[src/hdl/sfg_defs.svh]
// Overview of operation
// Semaphore irq line high while written flag set
// Host nibble write sets flag; write-one clears
// Memory bus writes only while write allow set
// Error response field selects protected-access answer
// Error irq line high while any error flag
// Write to write-protected address sets write error
// Read from read-protected address sets read error
// Controller writes upper nibble, host lower nibble
// Semaphore cleared by host-domain reset only
// One semaphore store seen by both sides
// Read allowed only if both protections clear
// Low override bit i covers 8K block
// Override bits 2..63 cover 64K blocks
// Override bit set blocks reads regardless
// All override bits reset to zero
// Some override bits may be read-only
// These registers reachable by controller only
// Two lowest 64K override bits read zero
`ifndef SFG_DEFS_SVH
`define SFG_DEFS_SVH

// Register indices; byte address is four times the index
`define SFG_IDX_CTRL 8'h20
`define SFG_IDX_SEMA 8'h22
`define SFG_IDX_ORP_LOW0 8'h23
`define SFG_IDX_ORP_LOW1 8'h24
`define SFG_IDX_ORP_B2 8'h25
`define SFG_IDX_ORP_B8 8'h26
`define SFG_IDX_ORP_B16 8'h27
`define SFG_IDX_ORP_B24 8'h28
`define SFG_IDX_ORP_B32 8'h11
`define SFG_IDX_ORP_B40 8'h12
`define SFG_IDX_ORP_B48 8'h13
`define SFG_IDX_ORP_B56 8'h14
`define SFG_IDX_IRQ_STAT 8'h30
`define SFG_IDX_IRQ_MASK 8'h31

// Control/status fields
`define SFG_CTRL_SEMA_IE 7
`define SFG_CTRL_HSW 6
`define SFG_CTRL_HWA 5
`define SFG_CTRL_ERS_HI 4
`define SFG_CTRL_ERS_LO 3
`define SFG_CTRL_HEIE 2
`define SFG_CTRL_HWE 1
`define SFG_CTRL_HRE 0

// Interrupt status fields
`define SFG_EV_SEMA 0
`define SFG_EV_RERR 1
`define SFG_EV_WERR 2

// Reset values
`define SFG_CTRL_RST 8'h00
`define SFG_SEMA_RST 8'h00
`define SFG_ORP_RST 8'h00
`define SFG_IRQ_RST 3'h0

// Address map of the flash window
`define SFG_ORP_SLOTS 10
`define SFG_ORP_NONE 4'hf
`define SFG_ORP_B2_SLOT 4'h2
`define SFG_LOW_LSB 13
`define SFG_BLK_LSB 16
`define SFG_LOW_AREA_LSB 17

`endif

[src/hdl/sfg_pkg.sv]
`default_nettype none
package sfg_pkg;
  // Answer given to one host flash access
  typedef enum logic [2:0] {
    SFG_RESP_OK = 3'h0,
    SFG_RESP_ZERO = 3'h1,
    SFG_RESP_LONG_WAIT = 3'h2,
    SFG_RESP_ERR_SYNC = 3'h3,
    SFG_RESP_IGNORED = 3'h4
  } sfg_resp_t;
  typedef enum logic [1:0] {
    SFG_ERS_WAIT_IGN = 2'h0,
    SFG_ERS_ZERO_IGN = 2'h1,
    SFG_ERS_ERR_ERR = 2'h2,
    SFG_ERS_WAIT_ERR = 2'h3
  } sfg_ers_t;
endpackage : sfg_pkg
`default_nettype wire

[src/hdl/sfg_sync3.sv]
`default_nettype none
module sfg_sync3 #(
  parameter logic RST_VAL = 1'b1
) (
  // Clock and control
  input wire logic mclk_in,
  input wire logic rst_n_in,
  input wire logic ce_in,
  // Level
  input wire logic async_in,
  output logic level_out
);
  logic s1_reg;
  logic s2_reg;
  logic s3_reg;

  always_ff @(posedge mclk_in) begin
    if (!rst_n_in) begin
      s1_reg <= RST_VAL;
      s2_reg <= RST_VAL;
      s3_reg <= RST_VAL;
    end else if (ce_in) begin
      s1_reg <= async_in;
      s2_reg <= s1_reg;
      s3_reg <= s2_reg;
    end
  end

  // A change counts only once two stages agree
  always_ff @(posedge mclk_in) begin
    if (!rst_n_in) begin
      level_out <= RST_VAL;
    end else if (ce_in && (s2_reg == s3_reg)) begin
      level_out <= s3_reg;
    end
  end
endmodule : sfg_sync3
`default_nettype wire

[src/hdl/sfg_ovr_lookup.sv]
`default_nettype none
`include "sfg_defs.svh"
module sfg_ovr_lookup (
  // Flash address
  input wire logic [21:0] addr_in,
  // Override bits
  input wire logic [15:0] low_bits_in,
  input wire logic [63:0] blk_bits_in,
  // Selected bit
  output logic blocked_out
);
  always_comb begin
    if (addr_in[21:`SFG_LOW_AREA_LSB] == 5'h00) begin
      blocked_out = low_bits_in[addr_in[16:`SFG_LOW_LSB]];
    end else begin
      blocked_out = blk_bits_in[addr_in[21:`SFG_BLK_LSB]];
    end
  end
endmodule : sfg_ovr_lookup
`default_nettype wire

[src/hdl/sfg_host_guard.sv]
// Implementation choice: register access over AXI4-Lite.
`default_nettype none
`include "sfg_defs.svh"
module sfg_host_guard (
  // Clock, reset, enable
  input wire logic mclk_in,
  input wire logic rst_n_in,
  input wire logic ce_in,
  // AXI4-Lite write address
  input wire logic [11:0] s_axi_awaddr_in,
  input wire logic s_axi_awvalid_in,
  output logic s_axi_awready_out,
  // AXI4-Lite write data
  input wire logic [31:0] s_axi_wdata_in,
  input wire logic [3:0] s_axi_wstrb_in,
  input wire logic s_axi_wvalid_in,
  output logic s_axi_wready_out,
  // AXI4-Lite write response
  output logic [1:0] s_axi_bresp_out,
  output logic s_axi_bvalid_out,
  input wire logic s_axi_bready_in,
  // AXI4-Lite read address
  input wire logic [11:0] s_axi_araddr_in,
  input wire logic s_axi_arvalid_in,
  output logic s_axi_arready_out,
  // AXI4-Lite read data
  output logic [31:0] s_axi_rdata_out,
  output logic [1:0] s_axi_rresp_out,
  output logic s_axi_rvalid_out,
  input wire logic s_axi_rready_in,
  // Host side
  input wire logic host_rst_n_in,
  input wire logic host_req_valid_in,
  input wire logic host_req_write_in,
  input wire logic [21:0] host_req_addr_in,
  input wire logic [7:0] host_req_wdata_in,
  input wire logic host_read_protect_in,
  input wire logic host_write_protect_in,
  input wire logic host_sema_wr_in,
  input wire logic [3:0] host_sema_data_in,
  output logic host_resp_valid_out,
  output logic [2:0] host_resp_kind_out,
  output logic [7:0] host_sema_out,
  // Override lock straps, one bit per override bit
  input wire logic [79:0] ovr_lock_in,
  // Internal memory bus
  output logic mbus_wr_out,
  output logic mbus_rd_out,
  output logic [21:0] mbus_addr_out,
  output logic [7:0] mbus_wdata_out,
  // Interrupts
  output logic irq_sema_out,
  output logic irq_err_out,
  output logic irq_out
);
  localparam logic [1:0] AXI_OKAY = 2'h0;
  localparam logic [1:0] AXI_SLVERR = 2'h2;

  // AXI write side
  logic aw_full_reg;
  logic w_full_reg;
  logic [7:0] wr_idx_reg;
  logic [7:0] wr_data_reg;
  logic wr_lane_reg;
  logic do_write;
  logic aw_hs;
  logic w_hs;
  logic ar_hs;
  logic [7:0] rd_idx;
  logic [3:0] wr_slot;
  // Register state
  logic [7:0] ctrl_reg;
  logic hsw_reg;
  logic hwe_reg;
  logic hre_reg;
  logic [7:0] sema_reg;
  logic [7:0] orp_reg [0:`SFG_ORP_SLOTS-1];
  logic [2:0] irq_stat_reg;
  logic [2:0] irq_mask_reg;
  // Host side decisions
  logic host_rst_lvl;
  logic ovr_blocked;
  logic rd_err_ev;
  logic wr_err_ev;
  logic sema_ev;
  logic [15:0] low_bits;
  logic [63:0] blk_bits;
  logic [7:0] rd_byte;
  sfg_pkg::sfg_ers_t ers;

  // Decoding shared by reads and writes
  function automatic logic [3:0] ovr_slot(input logic [7:0] idx);
    unique case (idx)
      `SFG_IDX_ORP_LOW0: ovr_slot = 4'h0;
      `SFG_IDX_ORP_LOW1: ovr_slot = 4'h1;
      `SFG_IDX_ORP_B2: ovr_slot = 4'h2;
      `SFG_IDX_ORP_B8: ovr_slot = 4'h3;
      `SFG_IDX_ORP_B16: ovr_slot = 4'h4;
      `SFG_IDX_ORP_B24: ovr_slot = 4'h5;
      `SFG_IDX_ORP_B32: ovr_slot = 4'h6;
      `SFG_IDX_ORP_B40: ovr_slot = 4'h7;
      `SFG_IDX_ORP_B48: ovr_slot = 4'h8;
      `SFG_IDX_ORP_B56: ovr_slot = 4'h9;
      default: ovr_slot = `SFG_ORP_NONE;
    endcase
  endfunction : ovr_slot

  function automatic logic is_mapped(input logic [7:0] idx);
    is_mapped = (ovr_slot(idx) != `SFG_ORP_NONE) || (idx == `SFG_IDX_CTRL) ||
                (idx == `SFG_IDX_SEMA) || (idx == `SFG_IDX_IRQ_STAT) ||
                (idx == `SFG_IDX_IRQ_MASK);
  endfunction : is_mapped

  assign aw_hs = s_axi_awvalid_in && s_axi_awready_out;
  assign w_hs = s_axi_wvalid_in && s_axi_wready_out;
  assign ar_hs = s_axi_arvalid_in && s_axi_arready_out;
  assign do_write = aw_full_reg && w_full_reg && !s_axi_bvalid_out;
  assign rd_idx = s_axi_araddr_in[9:2];
  assign wr_slot = ovr_slot(wr_idx_reg);
  assign ers = sfg_pkg::sfg_ers_t'(ctrl_reg[`SFG_CTRL_ERS_HI:`SFG_CTRL_ERS_LO]);

  // Write address and data are taken in either order; response follows both
  always_ff @(posedge mclk_in) begin
    if (!rst_n_in) begin
      aw_full_reg <= 1'b0;
      w_full_reg <= 1'b0;
      s_axi_awready_out <= 1'b1;
      s_axi_wready_out <= 1'b1;
      s_axi_bvalid_out <= 1'b0;
      s_axi_bresp_out <= AXI_OKAY;
      wr_idx_reg <= 8'h00;
      wr_data_reg <= 8'h00;
      wr_lane_reg <= 1'b0;
    end else if (ce_in) begin
      if (aw_hs) begin
        aw_full_reg <= 1'b1;
        s_axi_awready_out <= 1'b0;
        wr_idx_reg <= s_axi_awaddr_in[9:2];
      end
      if (w_hs) begin
        w_full_reg <= 1'b1;
        s_axi_wready_out <= 1'b0;
        wr_data_reg <= s_axi_wdata_in[7:0];
        wr_lane_reg <= s_axi_wstrb_in[0];
      end
      if (do_write) begin
        aw_full_reg <= 1'b0;
        w_full_reg <= 1'b0;
        s_axi_bvalid_out <= 1'b1;
        s_axi_bresp_out <= is_mapped(wr_idx_reg) ? AXI_OKAY : AXI_SLVERR;
      end else if (s_axi_bvalid_out && s_axi_bready_in) begin
        s_axi_bvalid_out <= 1'b0;
        s_axi_awready_out <= 1'b1;
        s_axi_wready_out <= 1'b1;
      end
    end
  end

  // Read mux; upper bits of the word read as zero
  always_comb begin
    rd_byte = 8'h00;
    if (ovr_slot(rd_idx) != `SFG_ORP_NONE) begin
      rd_byte = orp_reg[ovr_slot(rd_idx)];
    end else if (rd_idx == `SFG_IDX_CTRL) begin
      rd_byte = ctrl_reg;
      rd_byte[`SFG_CTRL_HSW] = hsw_reg;
      rd_byte[`SFG_CTRL_HWE] = hwe_reg;
      rd_byte[`SFG_CTRL_HRE] = hre_reg;
    end else if (rd_idx == `SFG_IDX_SEMA) begin
      rd_byte = sema_reg;
    end else if (rd_idx == `SFG_IDX_IRQ_STAT) begin
      rd_byte = {5'h00, irq_stat_reg};
    end else if (rd_idx == `SFG_IDX_IRQ_MASK) begin
      rd_byte = {5'h00, irq_mask_reg};
    end
  end

  always_ff @(posedge mclk_in) begin
    if (!rst_n_in) begin
      s_axi_arready_out <= 1'b1;
      s_axi_rvalid_out <= 1'b0;
      s_axi_rdata_out <= 32'h0000_0000;
      s_axi_rresp_out <= AXI_OKAY;
    end else if (ce_in) begin
      if (ar_hs) begin
        s_axi_arready_out <= 1'b0;
        s_axi_rvalid_out <= 1'b1;
        s_axi_rdata_out <= {24'h00_0000, rd_byte};
        s_axi_rresp_out <= is_mapped(rd_idx) ? AXI_OKAY : AXI_SLVERR;
      end else if (s_axi_rvalid_out && s_axi_rready_in) begin
        s_axi_rvalid_out <= 1'b0;
        s_axi_arready_out <= 1'b1;
      end
    end
  end

  // Control fields written by the controller; flags live apart
  always_ff @(posedge mclk_in) begin
    if (!rst_n_in) begin
      ctrl_reg <= `SFG_CTRL_RST;
    end else if (ce_in && do_write && wr_lane_reg && wr_idx_reg == `SFG_IDX_CTRL) begin
      ctrl_reg <= wr_data_reg & 8'hbc;
    end
  end

  // Hardware set wins over a write-one clear in the same cycle
  always_ff @(posedge mclk_in) begin
    if (!rst_n_in) begin
      hsw_reg <= 1'b0;
      hwe_reg <= 1'b0;
      hre_reg <= 1'b0;
    end else if (ce_in) begin
      if (do_write && wr_lane_reg && wr_idx_reg == `SFG_IDX_CTRL) begin
        if (wr_data_reg[`SFG_CTRL_HSW]) hsw_reg <= 1'b0;
        if (wr_data_reg[`SFG_CTRL_HWE]) hwe_reg <= 1'b0;
        if (wr_data_reg[`SFG_CTRL_HRE]) hre_reg <= 1'b0;
      end
      if (sema_ev) hsw_reg <= 1'b1;
      if (wr_err_ev) hwe_reg <= 1'b1;
      if (rd_err_ev) hre_reg <= 1'b1;
    end
  end

  // Host reset arrives from another domain
  sfg_sync3 #(
    .RST_VAL(1'b1)
  ) u_host_rst_sync (
    .mclk_in(mclk_in),
    .rst_n_in(rst_n_in),
    .ce_in(ce_in),
    .async_in(host_rst_n_in),
    .level_out(host_rst_lvl)
  );

  // Semaphore is not touched by the controller reset
  always_ff @(posedge mclk_in) begin
    if (ce_in) begin
      if (!host_rst_lvl) begin
        sema_reg <= `SFG_SEMA_RST;
      end else begin
        if (do_write && wr_lane_reg && wr_idx_reg == `SFG_IDX_SEMA) begin
          sema_reg[7:4] <= wr_data_reg[7:4];
        end
        if (host_sema_wr_in) begin
          sema_reg[3:0] <= host_sema_data_in;
        end
      end
    end
  end

  // Host sees only the semaphore; all other registers stay on the AXI side
  assign sema_ev = ce_in && host_rst_lvl && host_sema_wr_in;
  assign host_sema_out = sema_reg;

  // Override registers with per-bit lock straps
  generate
    for (genvar s = 0; s < `SFG_ORP_SLOTS; s++) begin : g_orp
      logic [7:0] keep_mask;
      assign keep_mask = (s == 2) ? (ovr_lock_in[8*s +: 8] | 8'h03) : ovr_lock_in[8*s +: 8];
      always_ff @(posedge mclk_in) begin
        if (!rst_n_in) begin
          orp_reg[s] <= `SFG_ORP_RST;
        end else if (ce_in && do_write && wr_lane_reg && wr_slot == 4'(s)) begin
          orp_reg[s] <= (wr_data_reg & ~keep_mask) | (orp_reg[s] & keep_mask);
        end
      end
    end
  endgenerate

  assign low_bits = {orp_reg[1], orp_reg[0]};
  assign blk_bits = {orp_reg[9], orp_reg[8], orp_reg[7], orp_reg[6], orp_reg[5],
                     orp_reg[4], orp_reg[3], orp_reg[2][7:2], 2'h0};

  sfg_ovr_lookup u_lookup (
    .addr_in(host_req_addr_in),
    .low_bits_in(low_bits),
    .blk_bits_in(blk_bits),
    .blocked_out(ovr_blocked)
  );

  assign rd_err_ev = ce_in && host_req_valid_in && !host_req_write_in &&
                     (host_read_protect_in || ovr_blocked);
  assign wr_err_ev = ce_in && host_req_valid_in && host_req_write_in && host_write_protect_in;

  // One answer per host request, a cycle after it is taken
  always_ff @(posedge mclk_in) begin
    if (!rst_n_in) begin
      host_resp_valid_out <= 1'b0;
      host_resp_kind_out <= sfg_pkg::SFG_RESP_OK;
      mbus_wr_out <= 1'b0;
      mbus_rd_out <= 1'b0;
      mbus_addr_out <= 22'h00_0000;
      mbus_wdata_out <= 8'h00;
    end else if (ce_in) begin
      host_resp_valid_out <= host_req_valid_in;
      mbus_wr_out <= 1'b0;
      mbus_rd_out <= 1'b0;
      if (host_req_valid_in) begin
        mbus_addr_out <= host_req_addr_in;
        mbus_wdata_out <= host_req_wdata_in;
        if (rd_err_ev) begin
          unique case (ers)
            sfg_pkg::SFG_ERS_ZERO_IGN: host_resp_kind_out <= sfg_pkg::SFG_RESP_ZERO;
            sfg_pkg::SFG_ERS_ERR_ERR: host_resp_kind_out <= sfg_pkg::SFG_RESP_ERR_SYNC;
            default: host_resp_kind_out <= sfg_pkg::SFG_RESP_LONG_WAIT;
          endcase
        end else if (wr_err_ev) begin
          if (ers[1]) begin
            host_resp_kind_out <= sfg_pkg::SFG_RESP_ERR_SYNC;
          end else begin
            host_resp_kind_out <= sfg_pkg::SFG_RESP_IGNORED;
          end
        end else if (host_req_write_in) begin
          // Unprotected write is dropped, not errored, while writes are barred
          if (ctrl_reg[`SFG_CTRL_HWA]) begin
            mbus_wr_out <= 1'b1;
            host_resp_kind_out <= sfg_pkg::SFG_RESP_OK;
          end else begin
            host_resp_kind_out <= sfg_pkg::SFG_RESP_IGNORED;
          end
        end else begin
          mbus_rd_out <= 1'b1;
          host_resp_kind_out <= sfg_pkg::SFG_RESP_OK;
        end
      end
    end
  end

  // Sticky event status with write-one clear; set wins
  always_ff @(posedge mclk_in) begin
    if (!rst_n_in) begin
      irq_stat_reg <= `SFG_IRQ_RST;
      irq_mask_reg <= `SFG_IRQ_RST;
    end else if (ce_in) begin
      if (do_write && wr_lane_reg && wr_idx_reg == `SFG_IDX_IRQ_MASK) begin
        irq_mask_reg <= wr_data_reg[2:0];
      end
      irq_stat_reg <= (irq_stat_reg &
                       ~((do_write && wr_lane_reg && wr_idx_reg == `SFG_IDX_IRQ_STAT) ?
                         wr_data_reg[2:0] : 3'h0)) |
                      {wr_err_ev, rd_err_ev, sema_ev};
    end
  end

  always_ff @(posedge mclk_in) begin
    if (!rst_n_in) begin
      irq_sema_out <= 1'b0;
      irq_err_out <= 1'b0;
      irq_out <= 1'b0;
    end else if (ce_in) begin
      irq_sema_out <= ctrl_reg[`SFG_CTRL_SEMA_IE] && hsw_reg;
      irq_err_out <= ctrl_reg[`SFG_CTRL_HEIE] && (hwe_reg || hre_reg);
      irq_out <= |(irq_stat_reg & irq_mask_reg);
    end
  end
endmodule : sfg_host_guard
`default_nettype wire

[config.mk]
export PLATFORM = sky130hd
export DESIGN_NAME = sfg_host_guard
export DESIGN_NICKNAME = d
export VERILOG_FILES = /design/src/hdl/sfg_pkg.sv /design/src/hdl/sfg_sync3.sv /design/src/hdl/sfg_ovr_lookup.sv /design/src/hdl/sfg_host_guard.sv
export VERILOG_INCLUDE_DIRS = /design/src /design/src/hdl
export SDC_FILE = /design/constraint.sdc
export NUM_CORES = 1
export LEC_CHECK = 0
export BUFFER_PORTS_ARGS = -buffer_cell sky130_fd_sc_hd__buf_2
export CAP_MARGIN = 20
export CORE_MARGIN = 8
export CORE_UTILIZATION = 40
export DETAILED_ROUTE_END_ITERATION = 8
export PLACE_DENSITY = 0.76
export SLEW_MARGIN = 30
export SYNTH_ARGS = -nofsm -noshare
export SYNTH_HDL_FRONTEND = slang
export SYNTH_SLANG_ARGS = --single-unit
[constraint.sdc]
create_clock -name mclk_in -period 2.9 [get_ports mclk_in]
set_clock_uncertainty 0.05 [all_clocks]
set_input_delay 0 -clock mclk_in [delete_from_list [all_inputs] [get_ports mclk_in]]
set_output_delay 0 -clock mclk_in [all_outputs]
set_load 0.005 [all_outputs]
==> Flow_metrics.wiki, run 1 <==
{| class="wikitable"
! Metric !! Value
|-
| CP most frequent cell || o22ai_1
|-
| Height of the chip || 172 um
|-
| Warnings, synthesis || 0
|-
| Ordered list of cells on the worst path || mux4_2 -> mux2_2 -> o21a_1 -> o22ai_1 -> a32o_1 -> o22ai_1 -> dlygate4sd3_1
|-
| Top Ports || 276
|-
| Fraction of layout instances using a drive strength above 1 || 23.9%
|-
| Most frequent cells after synthesis || 144 x nand2_1, 120 x mux2i_1, 119 x nor2_1
|-
| Number of standard cells after synthesis || 997
|-
| Vias after detailed routing || 9442
|-
| Type of the worst setup path || register to register
|-
| H-tree levels || 4
|-
| Clock latency reported for the late side of the worst-skew pair || 0.44 ns
|-
| Design area || 13000 um^2
|-
| Core ar. || 24000 um^2
|-
| Leakage power || 5.21 nW
|-
| TritonCTS clock tree || yes
|-
| X dimension of the die || 172 um
|-
| Worst Max-Slew Pin Slew || 0.889 ns
|-
| Layout overhead on the synthesized area || 34.8%
|-
| Max reg flops || 78
|-
| Largest family of logic cells by synthesized area || multiplexers
|-
| Maximum achievable frequency || 356 MHz
|-
| Setup repair after global routing missed its margin || false
|-
| Register area share after synthesis || 45.5%
|-
| Synth Area in Compound Gates || 13.1%
|-
| Gp weighted congestion || 0.955
|-
| Area after DPL || 11000 um^2
|-
| Simple-Gate Fraction of Synth Area || 18.0%
|-
| Cell at the slowest stage of the critical path || dlygate4sd3_1
|-
| Register bit total from synthesis || 177
|-
| Outcome || completed
|-
| Mean cell area of the mapped netlist || 9.70 um^2
|-
| Number of iterations in the first detailed-routing pass || 6
|-
| Max-slew violation total from the final report || 0
|-
| # hold bufs at CTS || 143
|-
| Startpoint types || register
|-
| Largest delay share family, worst path || compound AO/OA/AOI/OAI gates
|-
| Post-synth cell types || 76
|-
| Worst slew margin relative to its limit || 40.7%
|-
| Crit path buffers/inverters || 1
|-
| Crit path max fanout || 5
|-
| Detailed Place HPWL || 24.8 mm
|-
| Final hold violation count || 0
|-
| Total setup buffers inserted after CTS || 0
|-
| Top-area cell type share of the netlist area || 26.7%
|-
| Smallest hold slack || 0.0166 ns
|-
| Post-cts resize count || 0
|-
| IO Port Bufs || 212
|-
| Die outline area || 29400 um^2
|-
| Largest stage delay, worst path || 0.56 ns
|-
| Path class of the lowest-slack min-delay path || primary input to register
|-
| Power density normalized to cell area || 452 nW/um^2
|-
| Global-route wire length before repair || 52.3 mm
|-
| Cell accounting for the most synthesized area || edfxtp_1
|-
| Portion of netlist area occupied by mux cells || 18.1%
|-
| Maximum buffer depth of the clock tree || 2
|-
| Most common cell in the netlist || nand2_1
|-
| Avg WL per Cell || 20.8 um
|-
| Gr usage total || 23.1%
|-
| Total CTS buffers || 17
|-
| Synth Area in XOR/XNOR || 0.0905%
|-
| Initial cell density of the core || 40.3%
|-
| Pin count of the biggest net entering global routing || 37
|-
| Required time of the critical path || 3.18 ns
|-
| Clock transition at path regs || 0.08 ns
|-
| Async set or reset register ratio after synthesis || 0%
|-
| Synthesized cell area || 9680 um^2
|-
| Part of the cycle the worst path needs || 96.9%
|-
| Clock sink count || 177
|-
| Number of antenna violations at the first check in global routing || 0
|-
| Gr ovfl total || 0
|-
| Kind of capture point of the worst setup path || register
|-
| Number of max-cap violations || 0
|-
| WL final || 34.9 mm
|-
| Maximum resistive drop on vdd || 289 uV
|-
| Number of nets with antenna violations after detailed routing || 0
|-
| Main area contributors after synthesis || edfxtp_1 27%, dfxtp_1 19%, mux2i_1 12%
|-
| Row Count || 57
|-
| Count of unresolved DRC violations after routing || 0
|-
| Min cycle time layout || 2.81 ns
|-
| Final Net Count || 1531
|-
| Vias in the first global route || 9298
|-
| Synth Area in Adders || 0.129%
|-
| Post-synth EDFFs || 86
|-
| Core occupancy in the finished layout || 54.3%
|-
| Antenna Diode Count || 0
|-
| Clock Root Buffer || clkbuf_16
|-
| Via density per instance || 5.62
|-
| Sum of negative setup slack || 0 ns
|-
| Setup violation total in the final timing report || 0
|-
| Main synth FF type || dfxtp_1
|-
| Iteration-0 DRC Markers || 1111
|-
| Data arrival time at the worst-slack endpoint || 3.09 ns
|}
==> report_power, final <==
part	switching [mW]	internal, mW
sequential	0.112	2.71
clock	1.08	1.18
combinational	0.404	0.424
total	1.59	4.31
==> worst reg2reg max path, delay by kind of cell (launching register included) <==
| kind | cells | cell delay, ns |
|---|---|---|
| buf+inv | 1 | 0.56 |
| compound gates | 4 | 0.85 |
| mux | 2 | 0.79 |
| flops | 1 | 0.47 |
==> metrics by stage <==
step | setup slack [ns] | total power [mW] | std cells
final | 0.0889 | 5.90 | 1679
after global routing | 0.0253 | 6.08 | 1679
after CTS | 0.125 | 5.89 | 1679
after detailed placement | 0.296 | 3.52 | 1504
after global placement | 0.316 | 3.51 | 1504
after floorplan | 0.0808 | 3.23 | 1022
==> metal layers <==
layer | routed length (um) | track usage (%) | up-vias
met5 | 0 | 0 | -
met4 | 1370 | 9.75 | 0
met3 | 3590 | 4.59 | 101
met2 | 16100 | 37.4 | 594
met1 | 13800 | 29.6 | 4464
li1 | - | - | 4283
==> cell usage in the layout (no fill, tap or decap), types with 6 or more instances in the layout <==
cell type      synthesis  routed
nor3_1                 7       7
mux2i_1              120     120
nand2_1              144     144
edfxtp_1              86      86
dfxtp_1               91      91
inv_1                 12      12
o21ai_0               40      40
mux4_2                21      21
nor2b_1                8       8
dlygate4sd3_1          0     143
nand2b_1               6       6
conb_1                 1      26
mux2_2                 7       7
clkbuf_16              0      18
nor2_1               119     119
a21oi_1               79      79
and2_1                 9       9
and3_1                 8       8
nand4_1                9       9
o22ai_1               10      10
buf_2                  9     212
buf_4                 28      31
nand3_1               27      27
==> final cells by class <==
cell class	instances	area [um^2]
well taps	324	405
multi-input cells	747	4890
clock inverters	14	121
inverters	13	48.8
repair buffers	386	2730
fillers	2100	11000
clock buffers	18	450
flip-flops and latches	177	4400
==> final timing paths <==
kind | from | to | slack (ns) | depth (start not counted)
worst max register to register | orp_reg[3][7]$_SDFFCE_PN0P_ | host_resp_kind_out[0]$_SDFFE_PN0P_ | 0.09 | 7
worst min-delay path | ce_in | s_axi_bresp_out[1]$_SDFFE_PN0P_ | 0.02 | 3
worst min register to register | mbus_addr_out[10]$_SDFFE_PN0P_ | mbus_addr_out[10]$_SDFFE_PN0P_ | 0.40 | 2
worst max-delay path | orp_reg[3][7]$_SDFFCE_PN0P_ | host_resp_kind_out[0]$_SDFFE_PN0P_ | 0.09 | 7
==> logic make-up (layout without fill, tap and decap cells) <==
group           Yosys count  count (layout)
other cells               1              26
fa+ha+maj                 1               1
flops                   177             177
xor+xnor                  1               1
mux                     148             148
simple gates            375             375
buf+inv                  98             431
compound gates          196             196
No activity file was read; power rests on OpenSTA's default activity.
==> run 2, diff against run 1 <==
--- a/config.mk
+++ b/config.mk
@@ -6,12 +6,13 @@
 export SDC_FILE = /design/constraint.sdc
 export NUM_CORES = 1
 export LEC_CHECK = 0
+export ABC_AREA = 1
 export BUFFER_PORTS_ARGS = -buffer_cell sky130_fd_sc_hd__buf_2
 export CAP_MARGIN = 20
 export CORE_MARGIN = 8
 export CORE_UTILIZATION = 40
 export DETAILED_ROUTE_END_ITERATION = 8
-export PLACE_DENSITY = 0.76
+export PLACE_DENSITY = 0.73
 export SLEW_MARGIN = 30
 export SYNTH_ARGS = -nofsm -noshare
 export SYNTH_HDL_FRONTEND = slang
==> constraint.sdc (replaced) <==
create_clock -name mclk_in -period 3.15 [get_ports mclk_in]
set_clock_uncertainty 0.05 [all_clocks]
set_input_delay 0.4725 -clock mclk_in [delete_from_list [all_inputs] [get_ports mclk_in]]
set_output_delay 0.4725 -clock mclk_in [all_outputs]
set_load 0.005 [all_outputs]
==> run 2 against run 1 <==
Against the previous run:
- sequential power fell by 7.8%
- final cell count rose by 9.6%
- count of clock-buffer cells in the layout did not move
- setup slack improved by 0.56 ns
- core utilization fell by 6.3 points
- largest power group unchanged
- highest routed layer is now met5
==> Flow_metrics.wiki, run 2 <==
{| class="wikitable"
! Metric !! Value
|-
| Setup repair after global routing missed its margin || false (unchanged)
|-
| Global-route wire length before repair || 50.8 mm (was 52.3 mm)
|-
| Reg2Reg Capture Point || orp_reg[1][0]$_SDFFCE_PN0P_ (was host_resp_kind_out[0]$_SDFFE_PN0P_)
|-
| Number of max-cap violations || 0 (unchanged)
|-
| Max reg flops || 78 (unchanged)
|-
| Final hold violation count || 0 (unchanged)
|-
| Depth of the worst register-to-register path || 13 (was 7)
|-
| Data arrival time at the worst-slack endpoint || 2.54 ns (was 3.09 ns)
|-
| Worst Max-Slew Pin Slew || 0.855 ns (was 0.889 ns)
|-
| Main synth FF type || dfxtp_1 (unchanged)
|-
| X dimension of the die || 172 um (about the same)
|-
| Initial cell density of the core || 40.4% (was 40.3%)
|-
| Fraction of layout instances using a drive strength above 1 || 19.1% (was 23.9%)
|-
| Setup violation total in the final timing report || 0 (unchanged)
|-
| Via density per instance || 5.29 (was 5.62)
|-
| Simple-Gate Fraction of Synth Area || 25.2% (was 18.0%)
|-
| Number of iterations in the first detailed-routing pass || 6 (unchanged)
|-
| Number of antenna violations at the first check in global routing || 11 (was 0)
|-
| Cell accounting for the most synthesized area || edfxtp_1 (unchanged)
|-
| Outcome || completed (unchanged)
|-
| Hold path cells || 3 (unchanged)
|-
| Max-slew violation total from the final report || 0 (unchanged)
|-
| # hold bufs at CTS || 0 (was 143)
|-
| Synth Area in Compound Gates || 18.7% (was 13.1%)
|-
| Min cycle time layout || 2.51 ns (was 2.81 ns)
|-
| Maximum buffer depth of the clock tree || 2 (unchanged)
|-
| Largest family of logic cells by synthesized area || simple AND/OR/NAND/NOR gates (was multiplexers)
|-
| Most frequent standard cell in the layout excluding fill and tap cells || nand2_1 (was buf_2)
|-
| Hold Crit Endpoint || u_host_rst_sync.s1_reg$_SDFFE_PN1P_ (was s_axi_bresp_out[1]$_SDFFE_PN0P_)
|-
| Main area contributors after synthesis || edfxtp_1 27%, dfxtp_1 19%, nand2_1 9.0% (was edfxtp_1 27%, dfxtp_1 19%, mux2i_1 12%)
|-
| Number of standard cells after synthesis || 1307 (was 997)
|-
| Total setup buffers inserted after CTS || 0 (unchanged)
|-
| Count of unresolved DRC violations after routing || 0 (unchanged)
|-
| Clock Root Buffer || clkbuf_16 (unchanged)
|-
| Register area share after synthesis || 45.2% (was 45.5%)
|-
| Portion of netlist area occupied by mux cells || 0% (was 18.1%)
|-
| Post-cts resize count || 0 (unchanged)
|-
| Layout overhead on the synthesized area || 18.7% (was 34.8%)
|-
| Clock sink count || 177 (unchanged)
|-
| WL final || 33.7 mm (was 34.9 mm)
|-
| Launch instance of the worst min-delay path || host_rst_n_in (was ce_in)
|-
| Most common cell in the netlist || nand2_1 (unchanged)
|-
| Pin count of the biggest net entering global routing || 35 (was 37)
|-
| Post-synth cell types || 42 (was 76)
|-
| Avg WL per Cell || 18.3 um (was 20.8 um)
|-
| Crit path max fanout || 8 (was 5)
|-
| Async set or reset register ratio after synthesis || 0% (unchanged)
|-
| Most frequent cells after synthesis || 234 x nand2_1, 168 x nor2_1, 148 x inv_1 (was 144 x nand2_1, 120 x mux2i_1, 119 x nor2_1)
|-
| Vias after detailed routing || 9728 (was 9442)
|-
| Part of the cycle the worst path needs || 79.5% (was 96.9%)
|-
| Power density normalized to cell area || 462 nW/um^2 (was 452 nW/um^2)
|-
| Gr ovfl total || 0 (unchanged)
|-
| Beginning of the worst register-to-register path || wr_idx_reg[7]$_SDFFE_PN0P_ (was orp_reg[3][7]$_SDFFCE_PN0P_)
|-
| Top Ports || 276 (unchanged)
|-
| Leakage power || 5.18 nW (was 5.21 nW)
|-
| Warnings, synthesis || 0 (unchanged)
|-
| Total CTS buffers || 17 (unchanged)
|-
| Fillers || 2473 (was 2100)
|-
| Worst slew margin relative to its limit || 42.5% (was 40.7%)
|-
| Die outline area || 29600 um^2 (was 29400 um^2)
|-
| Required time of the critical path || 3.18 ns (about the same)
|-
| Synth Area in Adders || 0.128% (was 0.129%)
|-
| Kind of capture point of the worst setup path || register (unchanged)
|-
| Gp weighted congestion || 0.916 (was 0.955)
|-
| Clock transition at path regs || 0.07 ns (was 0.08 ns)
|-
| Vias in the first global route || 9363 (was 9298)
|-
| Final Net Count || 1686 (was 1531)
|-
| TritonCTS clock tree || yes (unchanged)
|-
| Top-area cell type share of the netlist area || 26.5% (was 26.7%)
|-
| Clock latency reported for the late side of the worst-skew pair || 0.44 ns (about the same)
|-
| Type of the worst setup path || register to register (unchanged)
|-
| Maximum achievable frequency || 399 MHz (was 356 MHz)
|-
| Core ar. || 24100 um^2 (was 24000 um^2)
|-
| Startpoint types || register (unchanged)
|-
| Synth Area in XOR/XNOR || 0% (was 0.0905%)
|-
| Sum of negative setup slack || 0 ns (unchanged)
|-
| Maximum resistive drop on vdd || 378 uV (was 289 uV)
|-
| Smallest hold slack || 0.203 ns (was 0.0166 ns)
|-
| Post-synth EDFFs || 86 (unchanged)
|-
| R2r setup slk || 0.64 ns (was 0.09 ns)
|-
| Register bit total from synthesis || 177 (unchanged)
|-
| Path class of the lowest-slack min-delay path || primary input to register (unchanged)
|-
| Detailed Place HPWL || 26.0 mm (was 24.8 mm)
|-
| Gr usage total || 22.5% (was 23.1%)
|-
| Height of the chip || 172 um (about the same)
|-
| Iteration-0 DRC Markers || 939 (was 1111)
|-
| IO Port Bufs || 212 (unchanged)
|-
| Row Count || 57 (unchanged)
|-
| Number of nets with antenna violations after detailed routing || 0 (unchanged)
|-
| H-tree levels || 4 (unchanged)
|-
| Mean cell area of the mapped netlist || 7.45 um^2 (was 9.70 um^2)
|-
| Most frequent cells in the layout || 234 x nand2_1, 212 x buf_2, 168 x nor2_1, 148 x inv_1, 144 x o21ai_0 (was 212 x buf_2, 144 x nand2_1, 143 x dlygate4sd3_1, 120 x mux2i_1, 119 x nor2_1)
|-
| Synthesized cell area || 9740 um^2 (was 9680 um^2)
|}
[run 2: how the worst max path moves through the flow]
stage	endpoint	slack, ns	depth (start not counted)	from
floorplan	orp_reg[6][0]$_SDFFCE_PN0P_	0.84	5	ce_in
global placement	s_axi_rdata_out[1]$_SDFFE_PN0P_	0.36	18	s_axi_araddr_in[4]
detailed placement	s_axi_rdata_out[4]$_SDFFE_PN0P_	0.28	16	s_axi_araddr_in[2]
CTS	orp_reg[1][0]$_SDFFCE_PN0P_	0.66	13	wr_idx_reg[7]$_SDFFE_PN0P_
global route	orp_reg[0][0]$_SDFFCE_PN0P_	0.45	13	wr_idx_reg[7]$_SDFFE_PN0P_
finish	orp_reg[1][0]$_SDFFCE_PN0P_	0.64	13	wr_idx_reg[7]$_SDFFE_PN0P_
[run 2: layout make-up]
type	instances	area, um^2	share of cell area, %
diodes	6	15.0	0.130
clock buffers	18	429	3.71
clock inverters	14	125	1.08
inverters	153	576	4.98
multi-input cells	915	4390	38.0
flip-flops and latches	177	4400	38.1
well taps	324	405	3.51
repair buffers	233	1220	10.5
[run 2: metal layers]
layer  vias to the layer above  global-route usage [%]  part of all wire, %
met5                         -                       0                 0.23
met4                        12                    9.07                  3.0
met3                        69                    7.35                   11
met2                       502                    36.5                   46
met1                      4406                    27.3                   39
li1                       4739                       -                    -
[run 2: critical path, stage by stage (launching register included)]
cell and delay (ns):
dfxtp_1 0.33, nor2_2 0.14, nand2_2 0.10, nor2_4 0.13
nand2_2 0.08, nor3_2 0.12, nor2_1 0.10, nand2_1 0.09
nor2_1 0.06, clkinv_2 0.08, nand3_4 0.10, nor3_4 0.33
nand2_1 0.10, nand2_1 0.34
[run 2: stage by stage]
stage / setup slack, ns / area, um^2 / total power, mW / std cells / util [%]
3_3_place_gp: 0.358 / 11000 / 3.29 / 1802 / 45.6
3_5_place_dp: 0.281 / 11000 / 3.31 / 1802 / 45.6
4_1_cts: 0.664 / 11500 / 5.36 / 1834 / 47.9
5_1_grt: 0.445 / 11600 / 5.54 / 1837 / 47.9
2_1_floorplan: 0.839 / 9840 / 3.02 / 1332 / -
6_report: 0.644 / 11600 / 5.34 / 1840 / 48.0
[run 2: where the power goes]
group / total (mW) / internal [mW] / switching, mW / leakage (nW)
Clock: 2.08 / 1.10 / 0.976 / 0.277
Sequential: 2.60 / 2.51 / 0.0970 / 1.63
Combinational: 0.664 / 0.241 / 0.423 / 3.28
[run 2: cell families (layout without fill, tap and decap cells)]
logic type	count (synthesis)	count (layout)
compound gates	324	324
fa+ha+maj	1	1
buf+inv	240	418
flops	177	177
other cells	1	32
simple gates	564	564
